[src/pesc_pkg.sv]
package pesc_pkg;

  // attribute services
  localparam logic [7:0]  SVC_GET         = 8'h0E;
  localparam logic [7:0]  SVC_SET         = 8'h10;

  // object instances
  localparam logic [15:0] INST_ACT        = 16'h2D34;
  localparam logic [15:0] INST_ENC        = 16'h2D35;
  localparam logic [15:0] INST_CYC        = 16'h2D36;
  localparam logic [15:0] INST_TURN       = 16'h2D37;
  localparam logic [15:0] INST_RES        = 16'h2D38;

  // attribute ids
  localparam logic [7:0]  ATTR_0          = 8'h00;
  localparam logic [7:0]  ATTR_1          = 8'h01;
  localparam logic [7:0]  ATTR_2          = 8'h02;

  // activation object
  localparam logic [15:0] ACT_KEY         = 16'h1EA5;
  localparam logic [31:0] ACT_RD_BUSY     = 32'h0000_0000;
  localparam logic [31:0] ACT_RD_IDLE     = 32'h0000_0001;
  localparam int          ACT_CNT_W       = 5;
  localparam logic [4:0]  ACT_CYCLES      = 5'h10;
  localparam logic [4:0]  ACT_CNT_ZERO    = 5'h00;
  localparam logic [4:0]  ACT_CNT_ONE     = 5'h01;

  // encoder status object
  localparam logic [31:0] ENC_ENTRIES     = 32'h0000_0002;
  localparam int          ENC_ABS_BIT     = 0;
  localparam int          ENC_SCALE_EN_BIT = 1;
  localparam int          ENC_SCALE_ABS_BIT = 2;

  // answer status codes
  localparam logic [7:0]  ST_OK           = 8'h00;
  localparam logic [7:0]  ST_SVC_UNSUP    = 8'h08;
  localparam logic [7:0]  ST_BAD_VALUE    = 8'h09;
  localparam logic [7:0]  ST_STATE_CONFLICT = 8'h0C;
  localparam logic [7:0]  ST_NOT_SETTABLE = 8'h0E;
  localparam logic [7:0]  ST_ATTR_UNSUP   = 8'h14;
  localparam logic [7:0]  ST_NO_OBJECT    = 8'h16;

  localparam logic [31:0] WORD_ZERO       = 32'h0000_0000;

  typedef enum logic [1:0] {
    SK_ROTARY  = 2'b00,
    SK_LIN_ABS = 2'b01,
    SK_LIN_INC = 2'b10,
    SK_LIN_ABZ = 2'b11
  } pesc_scale_kind_t;

  typedef enum logic {
    ACT_IDLE = 1'b0,
    ACT_RUN  = 1'b1
  } pesc_act_state_t;

endpackage

[src/pesc_act_if.sv]
`timescale 1ns/1ns
interface pesc_act_if;
  logic        start;
  logic        busy;
  logic        staged_we;
  logic [31:0] staged_data;
  logic [31:0] active;

  modport ctrl (output start, output staged_we, output staged_data, input busy, input active);
  modport eng  (input start, input staged_we, input staged_data, output busy, output active);
endinterface

[src/pesc_activator.sv]
`timescale 1ns/1ns
module pesc_activator (
  // clock and reset
  input  wire logic  clk_i,
  input  wire logic  rstn_i,
  // activation channel
  pesc_act_if.eng    act
);
  import pesc_pkg::*;

  pesc_act_state_t        state_q, state_d;
  logic [ACT_CNT_W-1:0]   cnt_q, cnt_d;
  logic [31:0]            staged_q, staged_d;
  logic [31:0]            active_q, active_d;

  always_comb begin
    state_d  = state_q;
    cnt_d    = cnt_q;
    staged_d = act.staged_we ? act.staged_data : staged_q;
    active_d = active_q;
    case (state_q)
      ACT_IDLE: begin
        if (act.start) begin
          state_d = ACT_RUN;
          cnt_d   = ACT_CYCLES - ACT_CNT_ONE;
        end
      end
      ACT_RUN: begin
        if (cnt_q == ACT_CNT_ZERO) begin
          state_d  = ACT_IDLE;
          active_d = staged_q;
        end else begin
          cnt_d = cnt_q - ACT_CNT_ONE;
        end
      end
      default: state_d = ACT_IDLE;
    endcase
  end

  always_ff @(posedge clk_i or negedge rstn_i) begin
    if (!rstn_i) begin
      state_q  <= ACT_IDLE;
      cnt_q    <= ACT_CNT_ZERO;
      staged_q <= WORD_ZERO;
      active_q <= WORD_ZERO;
    end else begin
      state_q  <= state_d;
      cnt_q    <= cnt_d;
      staged_q <= staged_d;
      active_q <= active_d;
    end
  end

  assign act.busy   = (state_q == ACT_RUN);
  assign act.active = active_q;
endmodule

[src/pesc_obj_bank.sv]
`timescale 1ns/1ns
// Operation
// - deferred parameters wait for explicit activation
// - writing 1EA5h starts activating pending parameters
// - activation read 0 busy, 1 done
// - fully closed loop reports external encoder status
// - bit 0 absolute versus incremental system
// - first status bits 1-31 reserved zero
// - second status bit 1 scale enabled
// - second status bit 2 scale absolute type
// - second status bits 3-31 reserved zero
// - cycle count selected by scale type
// - turn count multi-turn rotary, zero linear
// - resolution returned unsigned increments per revolution
// - readable objects served by get 0Eh
// - writable objects served by set 10h
module pesc_obj_bank (
  // clock and reset
  input  wire logic                       clk_i,
  input  wire logic                       rstn_i,
  // attribute request
  input  wire logic                       req_valid_i,
  input  wire logic [7:0]                 req_service_i,
  input  wire logic [15:0]                req_instance_i,
  input  wire logic [7:0]                 req_attr_i,
  input  wire logic [31:0]                req_wdata_i,
  input  wire logic                       io_run_i,
  // attribute answer
  output logic                            rsp_valid_o,
  output logic [7:0]                      rsp_status_o,
  output logic [31:0]                     rsp_data_o,
  // deferred parameter
  input  wire logic                       staged_we_i,
  input  wire logic [31:0]                staged_data_i,
  output logic [31:0]                     active_param_o,
  // encoder state
  input  wire logic                       abs_system_i,
  input  wire logic                       full_closed_i,
  input  wire logic                       ext_abs_i,
  input  wire logic                       scale_en_i,
  input  wire logic                       scale_abs_i,
  input  wire pesc_pkg::pesc_scale_kind_t scale_kind_i,
  input  wire logic [31:0]                scale_cycle_i,
  input  wire logic [31:0]                scale_abs_cnt_i,
  input  wire logic [31:0]                scale_coast_i,
  input  wire logic signed [31:0]         multi_turn_counter_i,
  input  wire logic [31:0]                scale_res_i
);
  import pesc_pkg::*;

  pesc_act_if act ();

  pesc_activator u_act (
    .clk_i  (clk_i),
    .rstn_i (rstn_i),
    .act    (act)
  );

  logic        rsp_valid_q, rsp_valid_d;
  logic [7:0]  rsp_status_q, rsp_status_d;
  logic [31:0] rsp_data_q, rsp_data_d;
  logic        start_q, start_d;
  logic        obj_ok;
  logic        attr_ok;
  logic        writable;
  logic [31:0] rd_val;
  logic [31:0] status1;
  logic [31:0] status2;
  logic [31:0] cyc_val;
  logic [31:0] turn_val;

  assign act.start       = start_q;
  assign act.staged_we   = staged_we_i;
  assign act.staged_data = staged_data_i;

  always_comb begin
    status1 = WORD_ZERO;
    // the loop encoder that closes position feeds bit 0
    status1[ENC_ABS_BIT] = full_closed_i ? ext_abs_i : abs_system_i;
    status2 = WORD_ZERO;
    status2[ENC_ABS_BIT]       = abs_system_i;
    status2[ENC_SCALE_EN_BIT]  = scale_en_i;
    status2[ENC_SCALE_ABS_BIT] = scale_abs_i;
    case (scale_kind_i)
      SK_ROTARY:  cyc_val = scale_cycle_i;
      SK_LIN_ABS: cyc_val = scale_abs_cnt_i;
      default:    cyc_val = scale_coast_i;
    endcase
    turn_val = (scale_kind_i == SK_ROTARY) ? multi_turn_counter_i : WORD_ZERO;
  end

  always_comb begin
    obj_ok   = 1'b1;
    attr_ok  = (req_attr_i == ATTR_0);
    writable = 1'b0;
    rd_val   = WORD_ZERO;
    case (req_instance_i)
      INST_ACT: begin
        writable = 1'b1;
        // a start still in flight already counts as busy
        rd_val = (act.busy || start_q) ? ACT_RD_BUSY : ACT_RD_IDLE;
      end
      INST_ENC: begin
        attr_ok = (req_attr_i == ATTR_0) || (req_attr_i == ATTR_1) || (req_attr_i == ATTR_2);
        case (req_attr_i)
          ATTR_0:  rd_val = ENC_ENTRIES;
          ATTR_1:  rd_val = status1;
          ATTR_2:  rd_val = status2;
          default: rd_val = WORD_ZERO;
        endcase
      end
      INST_CYC:  rd_val = cyc_val;
      INST_TURN: rd_val = turn_val;
      INST_RES:  rd_val = scale_res_i;
      default:   obj_ok = 1'b0;
    endcase
  end

  always_comb begin
    rsp_valid_d  = req_valid_i;
    rsp_status_d = rsp_status_q;
    rsp_data_d   = rsp_data_q;
    start_d      = 1'b0;
    if (req_valid_i) begin
      rsp_status_d = ST_OK;
      rsp_data_d   = WORD_ZERO;
      if (!obj_ok) begin
        rsp_status_d = ST_NO_OBJECT;
      end else if (!attr_ok) begin
        rsp_status_d = ST_ATTR_UNSUP;
      end else if (req_service_i == SVC_GET) begin
        rsp_data_d = rd_val;
      end else if (req_service_i == SVC_SET) begin
        if (!writable) begin
          rsp_status_d = ST_NOT_SETTABLE;
        end else if (io_run_i) begin
          rsp_status_d = ST_STATE_CONFLICT;
        end else if (req_wdata_i[15:0] != ACT_KEY) begin
          rsp_status_d = ST_BAD_VALUE;
        end else begin
          // a repeat key while busy is accepted but folds into the running pass
          start_d = !act.busy;
        end
      end else begin
        rsp_status_d = ST_SVC_UNSUP;
      end
    end
  end

  always_ff @(posedge clk_i or negedge rstn_i) begin
    if (!rstn_i) begin
      rsp_valid_q  <= 1'b0;
      rsp_status_q <= ST_OK;
      rsp_data_q   <= WORD_ZERO;
      start_q      <= 1'b0;
    end else begin
      rsp_valid_q  <= rsp_valid_d;
      rsp_status_q <= rsp_status_d;
      rsp_data_q   <= rsp_data_d;
      start_q      <= start_d;
    end
  end

  assign rsp_valid_o    = rsp_valid_q;
  assign rsp_status_o   = rsp_status_q;
  assign rsp_data_o     = rsp_data_q;
  assign active_param_o = act.active;
endmodule

[config.mk]
export PLATFORM = sky130hd
export DESIGN_NAME = pesc_obj_bank
export DESIGN_NICKNAME = d
export VERILOG_FILES = /design/src/pesc_pkg.sv /design/src/pesc_act_if.sv /design/src/pesc_activator.sv /design/src/pesc_obj_bank.sv
export SDC_FILE = /design/constraint.sdc
export NUM_CORES = 1
export LEC_CHECK = 0
export BUFFER_PORTS_ARGS = -buffer_cell sky130_fd_sc_hd__buf_2
export CORE_AREA = 5 5 131 133
export DETAILED_ROUTE_END_ITERATION = 16
export DIE_AREA = 0 0 136 138
export HOLD_SLACK_MARGIN = 0.1
export PLACE_DENSITY = 0.66
export SYNTH_ARGS = -nofsm -noshare
export SYNTH_HDL_FRONTEND = slang
export SYNTH_SLANG_ARGS = --single-unit
export TNS_END_PERCENT = 30
[constraint.sdc]
create_clock -name clk_i -period 2.7 [get_ports clk_i]
set_clock_uncertainty 0.2 [all_clocks]
set_input_delay 0.135 -clock clk_i [delete_from_list [all_inputs] [get_ports clk_i]]
set_output_delay 0.135 -clock clk_i [all_outputs]
set_load 0.02 [all_outputs]
After elaboration in Yosys (flattened, before gate mapping)
Cells that the tools add are included.

Reduce and logical (&&, ||, !) cells: 10. Bitwise operators: 1. Muxes and demuxes: 33. Add/sub/neg operators: 1. Equality and inequality tests: 13.

Operators by type and width (count): $pmux W32 S5 (1); $mux W32 (4); $eq A16 B14 Y1 const B (5); $pmux W32 S2 (1); $mux W8 (4); $ne A16 B13 Y1 const B (1); $mux W1 (15); $mux W4 (3); $mux W5 (2); $pmux W5 S2 (1); $pmux W3 S3 (1); $eq A8 B1 Y1 const B (1); $eq A8 B2 Y1 const B (1); $eq A8 B4 Y1 const B (1); $eq A8 B5 Y1 const B (1); $logic_not A8 Y1 (1); $logic_not A5 Y1 (1); $reduce_or A5 Y1 (1); $sub A5 B1 Y5 const B (1); $ne A2 B2 Y1 const B (2); $reduce_and A2 Y1 (2); $logic_or A1 B1 Y1 (3); $eq A2 B1 Y1 const B (1); $logic_not A2 Y1 (1); other kinds (3) (3).

Logic and storage cells: 66. Flip-flop bits (word level): 112.

Logic depth before layout (Yosys ltp)
Gate-level depths: netlist (run 1).

Depth in word-level cells: 9. Gate-level depth with buffers: 7. Mapped depth without buffers: 6.

Modules after synthesis
Synthesis (run 1) repeated with hierarchy kept, for this count alone.

Cell total of the unflattened synthesis: 516. Area, all modules: 5738.0 um2.

By module, submodules not included: pesc_obj_bank (instances 1, cells an instance 353, sequential area each 975.9 um2, area each 2950.3 um2); pesc_activator (instances 1, cells an instance 163, sequential area each 1751.7 um2, area each 2787.7 um2).

Worst setup path before layout (run 1)
OpenSTA, ideal clock, no wires.

Path type: reg2reg. Start: register u_act.cnt_q[0]. End: register u_act.active_q[10], in the netlist u_act.act.active[10]. Period minus slack after synthesis: 1.907 ns. Setup time: 0.125 ns. Stages on the path, launching flop included: 7. Slack: 0.793 ns. Arrival: 1.582 ns. Cell sequence: dfrtp_1 > inv_1 > ha_1 > nor4b_2 > nand2_1 > buf_2 > mux2_2.

Longest elaborated chain between the ends: 2.

Ends and longest elaborated chain: start: declaration (RTL line pesc_activator.sv:12) `logic [ACT_CNT_W-1:0] cnt_q, cnt_d;`; start signal: assignment (RTL line pesc_activator.sv:48) `cnt_q <= cnt_d;`; $logic_not A5 Y1 (RTL line pesc_activator.sv:29) `if (cnt_q == ACT_CNT_ZERO) begin`; $reduce_and A2 Y1 (no line); end signal: assignment (RTL line pesc_activator.sv:50) `active_q <= active_d;`; end: declaration (RTL line pesc_activator.sv:14) `logic [31:0] active_q, active_d;`.

Every way passes these cells. A chain may end at the register's enable or synchronous reset.

Worst setup path in the final report (run 1)
Start: input port req_wdata_i[14]. End: register rsp_status_q[3], in the netlist rsp_status_o[3].

Longest elaborated chain between the ends: 8.

Ends and longest elaborated chain: start: declaration (RTL line pesc_obj_bank.sv:26) `input wire logic [31:0] req_wdata_i,`; $ne A16 B13 Y1 (RTL line pesc_obj_bank.sv:138) `end else if (req_wdata_i[15:0] != ACT_KEY) begin`; $mux W4 (RTL line pesc_obj_bank.sv:138); $mux W4 (RTL line pesc_obj_bank.sv:136) `end else if (io_run_i) begin`; $mux W4 (RTL line pesc_obj_bank.sv:134) `if (!writable) begin`; $mux W8 (RTL line pesc_obj_bank.sv:133) `end else if (req_service_i == SVC_SET) begin`; $mux W8 (RTL line pesc_obj_bank.sv:131) `end else if (req_service_i == SVC_GET) begin`; $mux W8 (RTL line pesc_obj_bank.sv:129) `end else if (!attr_ok) begin`; $mux W8 (RTL line pesc_obj_bank.sv:127) `if (!obj_ok) begin`; end signal: assignment (RTL line pesc_obj_bank.sv:158) `rsp_status_q <= rsp_status_d;`; end: declaration (RTL line pesc_obj_bank.sv:60) `logic [7:0] rsp_status_q, rsp_status_d;`.

Every way passes these cells.

==> results of run 1 <==
## routing by layer
metal,wire (µm),vias up,share of wire (%)
met2,10100,252,50
met3,1730,46,8.6
met5,58,-,0.29
met1,7780,2669,39
li1,-,2685,-
met4,507,10,2.5
## power by group through the flow
stage,clock (W),combinational (W),sequential (W)
after detailed placement,0,0.000455,0.00173
after global placement,0,0.000448,0.00173
after CTS,0.00144,0.000539,0.00170
after floorplan,0,0.000194,0.00173
final,0.00139,0.000537,0.00170
after global routing,0.00151,0.000585,0.00171
## critical path: cells and delay by family
kind            cells  cell delay (ns)
buf+inv             4             1.78
compound gates      1             0.26
simple gates        3             0.43
## placed cells by master (no fill, tap or decap), drive strengths merged, types with 9 or more instances in the layout
cell type,synthesis,routed
dfrtp,109,109
nor2,44,44
o22ai,32,32
clkbuf,15,9
mux2,97,97
inv,37,39
a221oi,31,31
dlygate4sd3,0,108
buf,20,331
nand2,12,12
mux2i,33,33
## state kept, by name (all words and copies together) (netlist names)
name,flops
u_act.cnt_q,5
rsp_status_o,5
rsp_valid_o,1
act.start,1
u_act.act.active,32
u_act.staged_q,32
rsp_data_o,32
u_act.act.busy,1
## kinds of logic after synthesis
kind of cell,after synthesis,share of synthesized area [%]
adders and majority gates,2,0.429
buffers and inverters,72,6.14
and+or+nand+nor,100,10.5
other,1,0.0643
AOI/OAI and AO/OA,87,11.7
DFF,109,46.8
muxes,130,24.4
## layout make-up
class                   count  area [µm²]
well taps                 216         270
clock buffers               9         225
fillers                  1354        6680
repair buffers            439        2800
inverters                  37         139
multi-input cells         322        2760
diodes                      4        10.0
flip-flops and latches    109        2730
clock inverters             7        92.6
## final timing paths
path	startpoint	end	slack, ns	cells past startpoint
max in group asynchronous	rstn_i	rsp_data_o[12]	1.47	3
worst min-delay path	req_attr_i[0]	rsp_status_o[1]	0.13	4
min in group asynchronous	rstn_i	u_act.act.active[29]	0.15	2
worst max-delay path	req_wdata_i[14]	rsp_status_o[3]	0.14	8
worst min register to register	u_act.cnt_q[0]	u_act.cnt_q[0]	0.29	1
worst max register to register	u_act.cnt_q[0]	u_act.act.active[25]	0.59	6
## metrics by stage
| step | power, W | utilization (%) | cell area, µm² |
|---|---|---|---|
| after floorplan | 0.00192 | - | 5840 |
| after detailed placement | 0.00219 | 48.4 | 7610 |
| after global placement | 0.00218 | 48.4 | 7610 |
| after global routing | 0.00380 | 57.4 | 9030 |
| after CTS | 0.00368 | 57.3 | 9010 |
| final | 0.00363 | 57.5 | 9030 |
## repair_timing
item | CTS | global route
endpoints found under the setup margin | 0 | 1
gates resized for setup | 0 | 1
hold endpoints to repair | 163 | 0
setup buffers | 0 | 0
hold buffers | 108 | 0
==> metrics, run 1 <==
Placer Congestion 0.832; grt met2 use 36.4%; Layout area overhead 54.9%; switching share of total power 24.4%; CTS buffer count 9; Syn Area/Cell 11.6 µm²; Vert. Die Dim 138 µm; total grt overflow 0; Slew @ Worst Pin 1.01 ns; Worst path slowest cell dlygate4sd3_1; H-tree depth 3; Yosys top cell by area dfrtp_1; most common flop cell mapped by yosys dfrtp_1; Final Worst Setup Slack 0.138 ns; count leader, synth dfrtp_1; die area 0.0188 mm²; Post-DP HPWL 14700 µm; core area 0.0157 mm²; Critical Path RT 2.74 ns; Worst EP arrival 2.60 ns; synth top area cells dfrtp_1 47%, mux2_2 19%, mux2i_1 5.7%, a221oi_1 4.7%, o22ai_1 3.2%; period utilization 94.9%; # IOs 341; CTS Root Cell clkbuf_16; part of the power in registers 46.8%; post-synthesis sequential area ratio 46.8%; vias in the first global route 6118; IO buf count 321; GRT busiest layer met2; Final setup viols 0; first-pass GRT wire length 31300 µm; worst vdd ir 0.283 mV; post-route minimum period 2.56 ns; final slew viol count 0; FP Rows 46; layout cell share with drive strength beyond 1 50.5%; Post-Synthesis Cells 501; Post-Layout Cell Count 1143; power share of the clock group 38.4%; Net count, final 1188; crit-path cells dlygate4sd3_1 > buf_2 > nor3_1 > dlygate4sd3_1 > and4_1 > dlygate4sd3_1 > nand2_1 > a31o_2; DR pass1 iterations 5; number of cells after detailed placement 1015; Synth Cell Area 0.00583 mm²; sw power 0.000888 W; worst hold slack 0.128 ns; via count 5662; GR met3 Demand/Resource 6.06%; Longest Clk Path Bufs 2; commonest cells in the netlist 109 x dfrtp_1, 97 x mux2_2, 43 x nor2_1; # DRC 0; Yosys reg bits 109; fmax 0.390 GHz; CTS sink count 109; Comb power frac 14.8%; global-route met1 utilization 24.2%; relative slew slack 32.1%; Wirelength per Cell 17.6 µm; largest net degree at the start of global routing 50; CTS tree done; Initial Util 37.1%; Lkg Pwr 4.37 nW; Synth top area share 46.8%; post-synthesis cell type count 59; DR iter-0 viols 138; RSZ-0062 raised after global routing no; YS warnings 0; FFs w/ async S/R, synth 100%; Post-Route WL 20200 µm; Pwr per Cell Area 402 mW/mm²; status finished, final reports clean; worst-path maximum fanout 2; Hold Crit Class in -> reg; clk_lat worst skew 0.34 ns; crit-path max cell delay 0.56 ns; Setup WS pre-CTS 0.558 ns; Final Hold Fails 0; Avg Vias per Cell 4.95; Total Routing Usage GR 20.7%; Die W 136 µm; CP dominant cell by count dlygate4sd3_1; internal power 0.00274 W; initial antenna violation count 8; EDFF count, synth 0; antenna viol nets, final 0; MaxCap Viol Count 0; setup_tns 0 ns; CP Class in -> reg; Worst Setup Start Kind input port; clock slew at reported path FFs 0.08 ns; critical path endpoint category flop
Power figures use the tool's default switching activity.
==> run 2: changes to the inputs <==
BUFFER_PORTS_ARGS = not set   (was -buffer_cell sky130_fd_sc_hd__buf_2)
DONT_BUFFER_PORTS = 1   (was not set)
PLACE_DENSITY = 0.54   (was 0.66)
==> metrics, run 2 <==
Synth top area share 46.8%; H-tree depth 3; post_cts resized 0; CTS buffer count 9; Longest Clk Path Bufs 2; most common flop cell mapped by yosys dfrtp_1; Post-Synthesis Cells 501; Syn Area/Cell 11.6 µm²; post-synthesis sequential area ratio 46.8%; Synth Cell Area 0.00583 mm²; FP Rows 46; YS warnings 0; synth top area cells dfrtp_1 47%, mux2_2 19%, mux2i_1 5.7%, a221oi_1 4.7%, o22ai_1 3.2%; postcts setup bufs 0; Post-DP HPWL 13400 µm; count leader, synth dfrtp_1; Yosys reg bits 109; Initial Util 37.1%; IO buf count 0; post-synthesis cell type count 59; commonest cells in the netlist 109 x dfrtp_1, 97 x mux2_2, 43 x nor2_1; FFs w/ async S/R, synth 100%; Error [ERROR RSZ-0060] Max buffer count reached.; Die W 136 µm; CTS sink count 109; Failed at 4_1_cts; status aborted with a tool error; Yosys top cell by area dfrtp_1; EDFF count, synth 0; Placer Congestion 0.815; Vert. Die Dim 138 µm; # IOs 341; CTS Root Cell clkbuf_16; hold-fix buffers at CTS 142
run 2: cell families after synthesis:
logic type	after synthesis	synth area share [%]
buf+inv	72	6.14
simple gates	100	10.5
fa+ha+maj	2	0.429
other cells	1	0.0643
mux	130	24.4
compound gates	87	11.7
flops	109	46.8
run 2: per-stage QoR:
| stage | setup slack [ns] | hold slack (ns) | area (µm²) | util (%) | std cells |
|---|---|---|---|---|---|
| global placement | 0.626 | -0.358 | 5940 | 37.8 | 691 |
| floorplan | 0.793 | -0.361 | 5840 | - | 503 |
| detailed placement | 0.588 | -0.358 | 5940 | 37.8 | 691 |
==> run 3: changes to the inputs <==
HOLD_SLACK_MARGIN = not set   (was 0.1)
PLACE_DENSITY = not set   (was 0.54)
PLACE_DENSITY_LB_ADDON = 0.15   (was not set)
==> metrics, run 3 <==
status aborted with a tool error; Vert. Die Dim 138 µm; FFs w/ async S/R, synth 100%; Setup WS pre-CTS 0.530 ns; count leader, synth dfrtp_1; Post-Synthesis Cells 501; Syn Area/Cell 11.6 µm²; Longest Clk Path Bufs 2; Post-DP HPWL 13100 µm; post-synthesis sequential area ratio 46.8%; # IOs 341; H-tree depth 3; CTS Root Cell clkbuf_16; Failed at 4_1_cts; post-synthesis cell type count 59; hold-fix buffers at CTS 143; CTS buffer count 9; Error [ERROR RSZ-0060] Max buffer count reached.; EDFF count, synth 0; YS warnings 0; Synth Cell Area 0.00583 mm²; Initial Util 37.1%; IO buf count 0; Placer Congestion 0.844; commonest cells in the netlist 109 x dfrtp_1, 97 x mux2_2, 43 x nor2_1; FP Rows 46; Synth top area share 46.8%; Die W 136 µm; most common flop cell mapped by yosys dfrtp_1; post_cts resized 0; CTS sink count 109; Yosys reg bits 109; Yosys top cell by area dfrtp_1; postcts setup bufs 0; synth top area cells dfrtp_1 47%, mux2_2 19%, mux2i_1 5.7%, a221oi_1 4.7%, o22ai_1 3.2%
run 3: cell counts after synthesis:
No cell type changed its count.
run 3: through the flow:
stage / hold slack (ns) / std cells / instance area [µm²]
floorplan: -0.361 / 503 / 5840
detailed placement: -0.358 / 692 / 5950
global placement: -0.358 / 692 / 5950
run 3: cell families after synthesis:
family	share of synthesized area, %
AO/OA/AOI/OAI	11.7
adder cells (fa/ha/maj)	0.429
buffers and inverters	6.14
flip-flops	46.8
multiplexers	24.4
other	0.0643
AND/OR/NAND/NOR	10.5
